==> src/mss_pkg.sv <==
// package for the memory size select register block
// assumes a 16-bit cpu data address space with byte-wide register access
package mss_pkg;

	localparam logic [15:0] MSS_REG_ADDR   = 16'hFFF0;
	localparam logic [7:0]  MSS_RESET_VAL  = 8'hCF;
	localparam logic [7:0]  MSS_WRITE_MASK = 8'hEF;

	// field positions
	localparam int MSS_RAM_MSB = 7;
	localparam int MSS_RAM_LSB = 5;
	localparam int MSS_ZERO_BIT = 4;
	localparam int MSS_ROM_MSB = 3;
	localparam int MSS_ROM_LSB = 0;

	// ram capacity codes
	localparam logic [2:0] MSS_RAM_512  = 3'h2;
	localparam logic [2:0] MSS_RAM_1024 = 3'h6;

	// rom capacity codes
	localparam logic [3:0] MSS_ROM_8K  = 4'h2;
	localparam logic [3:0] MSS_ROM_16K = 4'h4;
	localparam logic [3:0] MSS_ROM_24K = 4'h6;
	localparam logic [3:0] MSS_ROM_32K = 4'h8;

	// decoded capacities, in bytes
	localparam logic [10:0] MSS_RAM_BYTES_512  = 11'h200;
	localparam logic [10:0] MSS_RAM_BYTES_1024 = 11'h400;
	localparam logic [15:0] MSS_ROM_LIMIT_8K   = 16'h2000;
	localparam logic [15:0] MSS_ROM_LIMIT_16K  = 16'h4000;
	localparam logic [15:0] MSS_ROM_LIMIT_24K  = 16'h6000;
	localparam logic [15:0] MSS_ROM_LIMIT_32K  = 16'h8000;

	// high-speed ram ends just below this address
	localparam logic [15:0] MSS_RAM_TOP = 16'hFF00;

endpackage

==> src/mss_size_decode.sv <==
// decodes the stored size code into region limits
// assumes the code comes straight from the register flip-flops
`timescale 1ns/1ps
module mss_size_decode (
	input  wire logic [7:0]  code,
	output logic             rom_valid,
	output logic [15:0]      rom_limit,
	output logic             ram_valid,
	output logic [10:0]      ram_bytes
);

	// rom field lookup; prohibited codes give no rom
	always_comb
	begin
		rom_valid = 1'b1;
		case (code[mss_pkg::MSS_ROM_MSB:mss_pkg::MSS_ROM_LSB])
			mss_pkg::MSS_ROM_8K:  rom_limit = mss_pkg::MSS_ROM_LIMIT_8K;
			mss_pkg::MSS_ROM_16K: rom_limit = mss_pkg::MSS_ROM_LIMIT_16K;
			mss_pkg::MSS_ROM_24K: rom_limit = mss_pkg::MSS_ROM_LIMIT_24K;
			mss_pkg::MSS_ROM_32K: rom_limit = mss_pkg::MSS_ROM_LIMIT_32K;
			default:
			begin
				rom_valid = 1'b0;
				rom_limit = 16'h0000;
			end
		endcase
	end

	// ram field lookup; prohibited codes give no ram
	always_comb
	begin
		ram_valid = 1'b1;
		case (code[mss_pkg::MSS_RAM_MSB:mss_pkg::MSS_RAM_LSB])
			mss_pkg::MSS_RAM_512:  ram_bytes = mss_pkg::MSS_RAM_BYTES_512;
			mss_pkg::MSS_RAM_1024: ram_bytes = mss_pkg::MSS_RAM_BYTES_1024;
			default:
			begin
				ram_valid = 1'b0;
				ram_bytes = 11'h000;
			end
		endcase
	end

endmodule

==> src/mss_reg.sv <==
// memory size select register and address region decode
// assumes a byte-wide cpu bus: one-cycle rd/wr strobes, synchronous inputs
// Functional notes
// - rom and high-speed ram regions are sized from the stored code.
// - the register is reached only by byte-wide cpu accesses.
// - reset loads the register with CFH.
// - the register sits at FFF0H and is readable and writable.
// - bits 7..5 pick ram size (010 512 B, 110 1024 B), bit 4 is zero.
// - bits 3..0 pick rom size 8/16/24/32 KB, other codes prohibited.
`timescale 1ns/1ps
module mss_reg (
	input  wire logic        mclk,
	input  wire logic        resetn,
	input  wire logic [15:0] cpu_addr,
	input  wire logic        cpu_wr,
	input  wire logic        cpu_rd,
	input  wire logic [7:0]  cpu_wdata,
	output logic [7:0]       cpu_rdata,
	output logic             cpu_sel,
	output logic [7:0]       memory_size_control_register,
	output logic             rom_hit,
	output logic             ram_hit,
	output logic             size_prohibited,
	output logic [15:0]      rom_limit,
	output logic [10:0]      ram_bytes
);

	typedef struct packed {
		logic [7:0] size_r;
		logic [7:0] rdata_r;
	} mss_state_s;

	mss_state_s st_r;
	mss_state_s st_nxt;

	logic       hit;
	logic       rom_valid;
	logic       ram_valid;
	logic [15:0] ram_base;

	// register decode; byte-wide bus, so every access is a full byte
	assign hit = (cpu_addr == mss_pkg::MSS_REG_ADDR);
	assign cpu_sel = hit & (cpu_rd | cpu_wr);

	// next state: write keeps prohibited codes so software can see them
	always_comb
	begin
		st_nxt = st_r;
		if (hit && cpu_wr)
		begin
			st_nxt.size_r = cpu_wdata & mss_pkg::MSS_WRITE_MASK;
		end
		if (hit && cpu_rd)
		begin
			st_nxt.rdata_r = st_r.size_r;
		end
		else
		begin
			st_nxt.rdata_r = 8'h00;
		end
	end

	// single state register
	always_ff @(posedge mclk or negedge resetn)
	begin
		if (!resetn)
		begin
			st_r.size_r  <= mss_pkg::MSS_RESET_VAL;
			st_r.rdata_r <= 8'h00;
		end
		else
		begin
			st_r <= st_nxt;
		end
	end

	assign cpu_rdata = st_r.rdata_r;
	assign memory_size_control_register = st_r.size_r;

	mss_size_decode mss_size_decode_inst (
		.code      (st_r.size_r),
		.rom_valid (rom_valid),
		.rom_limit (rom_limit),
		.ram_valid (ram_valid),
		.ram_bytes (ram_bytes)
	);

	// region hits; ram grows downward from the top of ram space
	assign ram_base = mss_pkg::MSS_RAM_TOP - {5'h00, ram_bytes};
	assign rom_hit = rom_valid && (cpu_addr < rom_limit);
	assign ram_hit = ram_valid && (cpu_addr >= ram_base)
		&& (cpu_addr < mss_pkg::MSS_RAM_TOP);
	// reset value is prohibited until software writes a valid code
	assign size_prohibited = !(rom_valid && ram_valid);

	// assertions
	property p_reset_value;
		@(posedge mclk) $rose(resetn) |-> st_r.size_r == 8'hCF;
	endproperty
	a_reset_value: assert property (p_reset_value)
		else $error("size register not CFH after reset");

	property p_write_stores;
		@(posedge mclk) disable iff (!resetn)
		(cpu_wr && cpu_addr == 16'hFFF0) |=>
			st_r.size_r == ($past(cpu_wdata) & 8'hEF);
	endproperty
	a_write_stores: assert property (p_write_stores)
		else $error("write not stored");

	property p_bit4_zero;
		@(posedge mclk) disable iff (!resetn)
		(cpu_rd && cpu_addr == 16'hFFF0) |=> cpu_rdata[4] == 1'b0;
	endproperty
	a_bit4_zero: assert property (p_bit4_zero)
		else $error("bit 4 read as one");

	property p_read_back;
		@(posedge mclk) disable iff (!resetn)
		(cpu_rd && !cpu_wr && cpu_addr == 16'hFFF0) |=>
			cpu_rdata == $past(st_r.size_r);
	endproperty
	a_read_back: assert property (p_read_back)
		else $error("read data wrong");

	property p_hold;
		@(posedge mclk) disable iff (!resetn)
		!(cpu_wr && cpu_addr == 16'hFFF0) |=> $stable(st_r.size_r);
	endproperty
	a_hold: assert property (p_hold)
		else $error("register changed without write");

	property p_rom_32k;
		@(posedge mclk) disable iff (!resetn)
		(st_r.size_r[3:0] == 4'h8) |-> (rom_hit == (cpu_addr < 16'h8000));
	endproperty
	a_rom_32k: assert property (p_rom_32k)
		else $error("rom 32K decode wrong");

	property p_rom_8k;
		@(posedge mclk) disable iff (!resetn)
		(st_r.size_r[3:0] == 4'h2) |-> (rom_hit == (cpu_addr < 16'h2000));
	endproperty
	a_rom_8k: assert property (p_rom_8k)
		else $error("rom 8K decode wrong");

	property p_ram_512;
		@(posedge mclk) disable iff (!resetn)
		(st_r.size_r[7:5] == 3'h2) |-> (ram_hit ==
			(cpu_addr >= 16'hFD00 && cpu_addr < 16'hFF00));
	endproperty
	a_ram_512: assert property (p_ram_512)
		else $error("ram 512 decode wrong");

	property p_prohibited_flag;
		@(posedge mclk) disable iff (!resetn)
		(cpu_wr && cpu_addr == 16'hFFF0 && cpu_wdata == 8'hC6)
			|=> !size_prohibited;
	endproperty
	a_prohibited_flag: assert property (p_prohibited_flag)
		else $error("valid code flagged prohibited");

	// remaining legal rom and ram codes; a wrong limit would alias code
	// space onto data space with no other visible symptom
	property p_rom_16k;
		@(posedge mclk) disable iff (!resetn)
		(st_r.size_r[3:0] == 4'h4) |->
			(rom_hit == (cpu_addr < 16'h4000));
	endproperty
	a_rom_16k: assert property (p_rom_16k)
		else $error("rom 16K decode wrong");

	property p_rom_24k;
		@(posedge mclk) disable iff (!resetn)
		(st_r.size_r[3:0] == 4'h6) |->
			(rom_hit == (cpu_addr < 16'h6000));
	endproperty
	a_rom_24k: assert property (p_rom_24k)
		else $error("rom 24K decode wrong");

	property p_ram_1024;
		@(posedge mclk) disable iff (!resetn)
		(st_r.size_r[7:5] == 3'h6) |-> (ram_hit ==
			(cpu_addr >= 16'hFB00 && cpu_addr < 16'hFF00));
	endproperty
	a_ram_1024: assert property (p_ram_1024)
		else $error("ram 1024 decode wrong");

	// a prohibited field must open no region of its own; the other field's
	// region still decodes, so the map can be left half-open
	property p_rom_prohibited;
		@(posedge mclk) disable iff (!resetn)
		!(st_r.size_r[3:0] inside {4'h2, 4'h4, 4'h6, 4'h8}) |->
			(!rom_hit && rom_limit == 16'h0000 && size_prohibited);
	endproperty
	a_rom_prohibited: assert property (p_rom_prohibited)
		else $error("prohibited rom code opened a region");

	property p_ram_prohibited;
		@(posedge mclk) disable iff (!resetn)
		!(st_r.size_r[7:5] inside {3'h2, 3'h6}) |->
			(!ram_hit && ram_bytes == 11'h000 && size_prohibited);
	endproperty
	a_ram_prohibited: assert property (p_ram_prohibited)
		else $error("prohibited ram code opened a region");

	// read data is a one-cycle pulse; an idle bus reads as zero
	property p_rdata_idle;
		@(posedge mclk) disable iff (!resetn)
		!(cpu_rd && cpu_addr == 16'hFFF0) |=> cpu_rdata == 8'h00;
	endproperty
	a_rdata_idle: assert property (p_rdata_idle)
		else $error("read data not cleared");

	// first edge after release: reset code still flagged, bus quiet
	property p_reset_outputs;
		@(posedge mclk) $rose(resetn) |->
			(cpu_rdata == 8'h00 && size_prohibited);
	endproperty
	a_reset_outputs: assert property (p_reset_outputs)
		else $error("outputs wrong after reset");

	c_write_42: cover property (@(posedge mclk) disable iff (!resetn)
		cpu_wr && cpu_addr == 16'hFFF0 && cpu_wdata == 8'h42);
	c_write_c8: cover property (@(posedge mclk) disable iff (!resetn)
		cpu_wr && cpu_addr == 16'hFFF0 && cpu_wdata == 8'hC8);
	c_read: cover property (@(posedge mclk) disable iff (!resetn)
		cpu_rd && cpu_addr == 16'hFFF0);
	c_write_prohibited: cover property (@(posedge mclk)
		disable iff (!resetn)
		cpu_wr && cpu_addr == 16'hFFF0 && cpu_wdata == 8'hFF);
	c_reset_release: cover property (@(posedge mclk) $rose(resetn));

endmodule

==> config.mk <==
export PLATFORM = sky130hd
export DESIGN_NAME = mss_reg
export DESIGN_NICKNAME = d
export VERILOG_FILES = /design/src/mss_pkg.sv /design/src/mss_size_decode.sv /design/src/mss_reg.sv
export SDC_FILE = /design/constraint.sdc
export NUM_CORES = 1
export LEC_CHECK = 0
export ABC_CLOCK_PERIOD_IN_PS = 1900
export BUFFER_PORTS_ARGS = -buffer_cell sky130_fd_sc_hd__buf_2
export CAP_MARGIN = 20
export CORE_AREA = 4 4 57 59
export DETAILED_ROUTE_END_ITERATION = 6
export DIE_AREA = 0 0 61 63
export GPL_TIMING_DRIVEN = 0
export PLACE_DENSITY = 0.75
export SYNTH_ARGS = -nofsm -noshare
export SYNTH_HDL_FRONTEND = slang
export SYNTH_SLANG_ARGS = --single-unit
export TNS_END_PERCENT = 100
==> constraint.sdc <==
create_clock -name mclk -period 1.9 [get_ports mclk]
set_clock_uncertainty 0.15 [all_clocks]
set_input_delay 0.19 -clock mclk [delete_from_list [all_inputs] [get_ports mclk]]
set_output_delay 0.19 -clock mclk [all_outputs]
set_load 0.05 [all_outputs]
==> metrics.md, run 1 <==
| Metric | Value |
|---|---|
| Critical path's slowest cell | `dfstp_2` |
| DR vias/cell | `4.08` |
| Number of nets in the layout | `roughly 210` |
| Post-Place Cells | `189` |
| HP Class | `in2reg` |
| Post-synthesis cell count | `86` |
| P&R area growth vs syn | `71.0%` |
| RSZ-0062 raised after global routing | `true` |
| Startpoint types | `flop` |
| DRT iter0 DRCs | `8` |
| Clock Latency Late Sink | `around 270 ps` |
| Die ar. | `approximately 3800 um^2` |
| Max cap viols | `0` |
| Initial antenna violation count | `0` |
| First-pass GRT wire length | `~3700 um` |
| Row count | `19` |
| CP max stage delay | `between 500 and 600 ps` |
| Routed wire length | `about 2400 um` |
| Synth Area per Inst | `10.8 um^2` |
| Wirelength per Cell | `between 10 and 15 um` |
| Max Buffers Root-to-Sink | `2` |
| Fin. max-slew vios | `0` |
| Gr ovfl total | `0` |
| Period utilisation layout | `115%` |
| Number of flops mapped to enable cells by yosys | `0` |
| # DRC | `0` |
| Die W | `between 60 and 70 um` |
| Number of global-route vias before repair | `855` |
| CP Class | `reg2out` |
| Port Buffer Count | `slightly below 50` |
| Crit path cell chain | `buf_4 -> nand3b_1 -> ha_1 -> o21ai_1 -> nor4bb_4 -> buf_6` |
| CTS tree | `built` |
| Pleak | `around 0.95 nW` |
| Final ANT Viol Nets | `0` |
| Critical path endpoint category | `output port` |
| Reg2reg setup slack | `720 ps` |
| CP Data Required Time | `roughly 1600 ps` |
| # diodes | `0` |
| Setup TNS | `-580 ps` |
| Area after DPL | `between 1000 and 1500 um^2` |
| Pre-antenna DRT Iters | `2` |
| Share of cells above drive strength 1 | `between 60% and 70%` |
| Pwr Density | `447 nW/um^2` |
| # clock sinks | `14` |
| FF-to-FF End | `cpu_rdata[0]` |
| Maximum VDD drop | `approximately 0.00052 V` |
| Core area | `approximately 2700 um^2` |
| Root buffer cell | `clkbuf_4` |
| H-tree lvl count | `1` |
| Syn. warnings | `0` |
| Ports | `75` |
| Reg clk slew, reported paths | `approximately 80 ps` |
| All-Layer GR Usage | `between 10% and 20%` |
| Worst Path Arrival | `1850 ps` |
| Post-Layout Cell Count | `211` |
| Synthesized flop and latch total | `14` |
| Launching point of the worst reg2reg path | `memory_size_control_register[0]` |
| Final Critical Period | `~2200 ps` |
| Levels on crit path | `6` |
| Finish-stage setup viols | `2` |
| Ys async rst share | `100%` |
| Delay-heaviest family, CP | `flip-flops` |
| Reg2reg path depth | `3` |
| Starting density of the core | `between 30% and 40%` |
| Die Height | `63 um` |
| Place WS | `-164 ps` |
| Largest net degree at the start of global routing | `15` |
| Design Area, Final | `about 1600 um^2` |
| CP max FO | `3` |
| Most used flip-flop cell after synthesis | `dfrtp_1` |
| Outcome | `complete, but fails checks` |
| TritonCTS Buffers | `3` |
| Sequential fraction of the synthesis area | `approximately two fifths` |
| Crit path buf inv count | `2` |
| Routability Congestion | `0.689` |
| Fin worst setup slack | `-293 ps` |
| Violated checks | `setup timing` |
| End of the critical path | `rom_hit` |
| Unique masters post-synth | `27` |
| Critical Path Source | `memory_size_control_register[3]` |
| Final Hold Vio Count | `0` |
| HPWL Detailed | `1920 um` |
| Hold path start | `cpu_wdata[6]` |
| Mapped Area | `927 um^2` |
| Vias | `~860` |
| Fmax | `0.456 GHz` |
## Yosys cell counts (2+ instances only)
cell type / count / area (um^2)
nand2_1: 3 / 11.3
dfstp_2: 6 / 158
mux2_2: 7 / 78.8
buf_4: 24 / 180
dfrtp_1: 8 / 200
nor2_1: 3 / 11.3
and3_2: 7 / 52.6
nand3b_1: 2 / 15.0
inv_1: 3 / 11.3
ha_1: 4 / 50.1
nand4bb_1: 2 / 22.5
nor2b_1: 2 / 12.5
## cell usage in the layout (no fill, tap or decap), types with 2 or more instances in the layout
cell type,Yosys,layout
and3_2,7,7
buf_2,0,47
buf_4,24,37
clkbuf_4,0,3
conb_1,1,24
dfrtp_1,8,8
dfstp_2,6,6
dlygate4sd3_1,0,5
ha_1,4,2
ha_4,0,2
inv_1,3,3
mux2_2,7,7
nand2_1,3,2
nand3b_1,2,2
nand4bb_1,2,2
nor2b_4,0,2
## worst min path at each step
stage,slack (ps),cells after the start,endpoint
3_3_place_gp,-60,1,cpu_rdata[6]
3_5_place_dp,-50,1,cpu_rdata[1]
2_1_floorplan,-260,0,cpu_rdata[0]
5_1_grt,0.2,2,memory_size_control_register[6]
4_1_cts,2,2,memory_size_control_register[0]
6_report,8,2,memory_size_control_register[6]
## where the power goes
group / switching [mW] / internal (mW)
Sequential: 0.0000606 / 0.298
Combinational: 0.137 / 0.0698
Clock: 0.0862 / 0.116
Total: 0.224 / 0.485
## metal layers
layer | routed length (um) | GRT usage [%] | vias to the layer above
li1 | - | - | 435
met1 | 798 | 13.7 | 383
met2 | 1330 | 22.6 | 43
met3 | 280 | 4.96 | 0
met4 | 0 | 0 | 0
met5 | 0 | 0 | -
## state kept, by name (all words and copies together) (netlist names)
register,flops
cpu_rdata,7
memory_size_control_register,7
## layout make-up
cell class	count	area, um^2
Fill cell	252	1120
Multi-Input combinational cell	68	552
Timing Repair Buffer	67	409
Sequential cell	14	358
Buffer	24	180
Tap cell	31	38.8
Clock buffer	4	36.3
Inverter	3	11.3
## stage by stage
| stage | power, mW | hold slack [ps] | utilization (%) |
|---|---|---|---|
| finish | 0.708 | 7.64 | 58.5 |
| global route | 0.744 | 0.218 | 58.5 |
| CTS | 0.710 | 1.81 | 55.4 |
| detailed placement | 0.498 | -54.9 | 49.9 |
| global placement | 0.495 | -63.4 | 49.9 |
| floorplan | 0.460 | -256 | - |
## kinds of logic (layout without fill, tap and decap cells)
group           after synthesis  in the layout  share of synthesized area [%]
flops                        14             14                           38.6
other cells                   1             24                          0.404
fa+ha+maj                     4              4                           5.40
compound gates                5              5                           3.37
xor+xnor                      1              1                          0.945
mux                           7              7                           8.50
buf+inv                      27             98                           20.6
simple gates                 27             27                           22.1
## repair_timing
item,4_1_cts,5_1_grt
resized for setup,6,4
cloned,0,0
buffers inserted,6,7
endpoints found under the hold margin,17,1
pin swaps,4,6
hold buffers,4,1
endpoints found under the setup margin,2,3
(Power assumes the default switching activity.)
==> run 2: changes to the inputs <==
ABC_AREA = 1   (was unset)
CORE_AREA = 4 4 60 62   (was 4 4 57 59)
DIE_AREA = 0 0 64 66   (was 0 0 61 63)
PLACE_DENSITY = 0.72   (was 0.75)
TNS_END_PERCENT = unset   (was 100)
==> run 2 against run 1 <==
  * The run still ends with setup timing left
  * Count of clock-buffer cells in the layout unchanged
  * Power grew 2.4%
  * Largest cell class is now multi-input combinational cells
  * Utilization down 2.3 points
  * Worst setup slack got worse by 25 ps
  * Register-to-register slack gained 140 ps
  * Sequential cell count unchanged
  * Non-clock buffer count is 2 lower
  * Cell count up 21%
  * Fmax fell by 1.1%
  * Sequential share of layout area decreased by 1.5 points
  * Die area is 9.9% higher
  * Wire length is 1.5% lower
==> metrics.md, run 2 <==
| Metric | Value |
|---|---|
| RSZ-0062 raised after global routing | `true` |
| Top post-synthesis cells by area | `dfrtp_1, buf_4, dfstp_2` |
| Root buffer cell | `clkbuf_4` |
| Share of cells above drive strength 1 | `59.4% (-10 points)` |
| Fillers | `293 (+16%)` |
| Synthesized flop and latch total | `14 (unchanged)` |
| Post-Layout Cell Count | `256 (+21%)` |
| All-Layer GR Usage | `11.3% (-0.94 points)` |
| CP Data Required Time | `1560 ps (about the same)` |
| # diodes | `0 (unchanged)` |
| Top-count cell post-synth | `buf_4` |
| Post-layout power | `0.725 mW (+2.4%)` |
| Number of global-route vias before repair | `961 (+12%)` |
| Fin worst setup slack | `-318 ps (-24.7 ps)` |
| CP max FO | `2 (-1)` |
| Final Hold Vio Count | `0 (unchanged)` |
| # clock sinks | `14 (unchanged)` |
| Core area | `3030 um^2 (+12%)` |
| Die W | `64 um (+4.9%)` |
| Worst Path Arrival | `1880 ps (+30 ps)` |
| Final ANT Viol Nets | `0 (unchanged)` |
| Post-synthesis cell count | `121 (+41%)` |
| Reg clk slew, reported paths | `90 ps (about the same)` |
| Reg2reg path depth | `4 (+1)` |
| Post-synth top area share | `19.6% (-2.0 points)` |
| Ports | `75 (unchanged)` |
| First-pass GRT wire length | `3860 um (+5.5%)` |
| Fin. max-slew vios | `0 (unchanged)` |
| Routed wire length | `2370 um (-1.5%)` |
| Outcome | `complete, but fails checks` |
| Mapped Area | `1020 um^2 (+10%)` |
| Startpoint types | `flop` |
| Ys async rst share | `100% (unchanged)` |
| H-tree lvl count | `1 (unchanged)` |
| CP Class | `reg2out` |
| Fmax | `0.451 GHz (-1.1%)` |
| P&R area growth vs syn | `66.1%` |
| Sequential fraction of the synthesis area | `35.0% (-3.6 points)` |
| Commonest non-fill, non-tap cell in the layout | `buf_2` |
| Die ar. | `4220 um^2 (+9.9%)` |
| Clock Latency Late Sink | `270 ps (about the same)` |
| Starting density of the core | `33.8% (-0.41 points)` |
| Most used flip-flop cell after synthesis | `dfrtp_1` |
| Post-Place Cells | `236 (+25%)` |
| Max Buffers Root-to-Sink | `2 (unchanged)` |
| WHS Path Cells | `3 (+1)` |
| Final Util | `56.2% (-2.3 points)` |
| Finish-stage setup viols | `2 (unchanged)` |
| Max cap viols | `0 (unchanged)` |
| Routability Congestion | `0.812 (+18%)` |
| Synth Area per Inst | `8.46 um^2 (-22%)` |
| Pre-antenna DRT Iters | `2 (unchanged)` |
| Wirelength per Cell | `9.26 um (-19%)` |
| Final Critical Period | `2220 ps (+24.7 ps)` |
| Commonest cells after routing, fill and taps aside | `buf_2, buf_4, conb_1, nand2_1` |
| Most common library cells after synthesis | `buf_4, nand2_1, inv_1` |
| HP Class | `in2reg` |
| DRT iter0 DRCs | `6 (-2)` |
| CTS tree | `built` |
| DR vias/cell | `3.88 (-5.0%)` |
| Unique masters post-synth | `22 (-19%)` |
| Pleak | `0.994 nW (+5.1%)` |
| Period utilisation layout | `117% (+1.3 points)` |
| Vias | `992 (+15%)` |
| Gr ovfl total | `0 (unchanged)` |
| Die Height | `66 um (+4.8%)` |
| Port Buffer Count | `48 (-2.0%)` |
| Syn. warnings | `0 (unchanged)` |
| Initial antenna violation count | `0 (unchanged)` |
| TritonCTS Buffers | `3 (unchanged)` |
| Critical path endpoint category | `output port` |
| Multi-input logic area | `603 um^2 (+9.3%)` |
| HPWL Detailed | `1970 um (+2.7%)` |
| Post-synth top area cell | `dfrtp_1` |
| Violated checks | `setup timing` |
| Largest net degree at the start of global routing | `15 (unchanged)` |
| Row count | `20 (+1)` |
| Reg area | `358 um^2 (unchanged)` |
| Number of flops mapped to enable cells by yosys | `0 (unchanged)` |
| # DRC | `0 (unchanged)` |
| Pwr Density | `426 nW/um^2 (-4.6%)` |
| Number of nets in the layout | `245 (+15%)` |
| Maximum VDD drop | `0.000192 V (-63%)` |
==> run 2: path summary, 6_finish.rpt <==
path | startpoint | endpoint | slack, ps
setup reg to reg | memory_size_control_register[6] | memory_size_control_register[6] | 860
hold reg to reg | memory_size_control_register[3] | memory_size_control_register[3] | 340
min in group asynchronous | resetn | cpu_rdata[0] | 180
hold / removal | cpu_wdata[5] | memory_size_control_register[5] | 20
max in group asynchronous | resetn | memory_size_control_register[7] | 1130
setup / recovery | memory_size_control_register[6] | ram_hit | -320
==> run 2: layout make-up <==
| cell class | count | area share, % |
|---|---|---|
| Multi-Input combinational cell | 89 | 35.5 |
| Timing Repair Buffer | 64 | 23.8 |
| Sequential cell | 14 | 21.0 |
| Buffer | 25 | 10.8 |
| Inverter | 16 | 3.53 |
| Tap cell | 44 | 3.24 |
| Clock buffer | 4 | 2.13 |
==> run 2: repair_timing <==
action                                  in CTS  in global routing
resized for setup                            7                  5
setup buffers                                6                  3
pin swaps                                   12                  6
endpoints found under the setup margin       3                  3
hold buffers                                 7                  0
hold endpoints to repair                    20                  0
==> run 2: cell families after synthesis <==
| logic type | Yosys count | synth area share, % |
|---|---|---|
| buffers and inverters | 41 | 23.8 |
| DFF | 14 | 35.0 |
| other | 1 | 0.366 |
| and+or+nand+nor | 57 | 33.7 |
| AOI/OAI and AO/OA | 4 | 2.20 |
| adders and majority gates | 4 | 4.89 |
==> run 2: report_power, final <==
group	internal (mW)	switching (mW)
sequential	0.298	0.0000566
combinational	0.0727	0.148
clock	0.116	0.0892
total	0.487	0.238
==> run 2: metal layers <==
layer	track usage [%]	vias up	share of wire, %
li1	-	518	-
met1	12.0	434	38
met2	21.8	40	54
met3	4.42	0	8.4
met4	0.809	0	0
met5	0	-	0
==> run 2: worst max-delay path, stage by stage (launching register included) <==
cell     delay (ps)
dfstp_2         540
inv_2            50
nor2_4           90
inv_2            70
nor2_4          130
ha_4            200
a21o_1          150
a21oi_2         160
nor3_4           50
buf_6           150
==> run 2: per-stage QoR <==
stage          instance area, um^2  setup slack [ps]  hold slack [ps]  setup TNS, ps
5_1_grt                       1700              -400             19.2           -702
4_1_cts                       1660              -342             14.7           -551
2_1_floorplan                 1200              -535             -256           -857
3_5_place_dp                  1490              -185            -63.1           -280
3_3_place_gp                  1490              -172            -63.7           -268
6_report                      1700              -318             20.2           -494
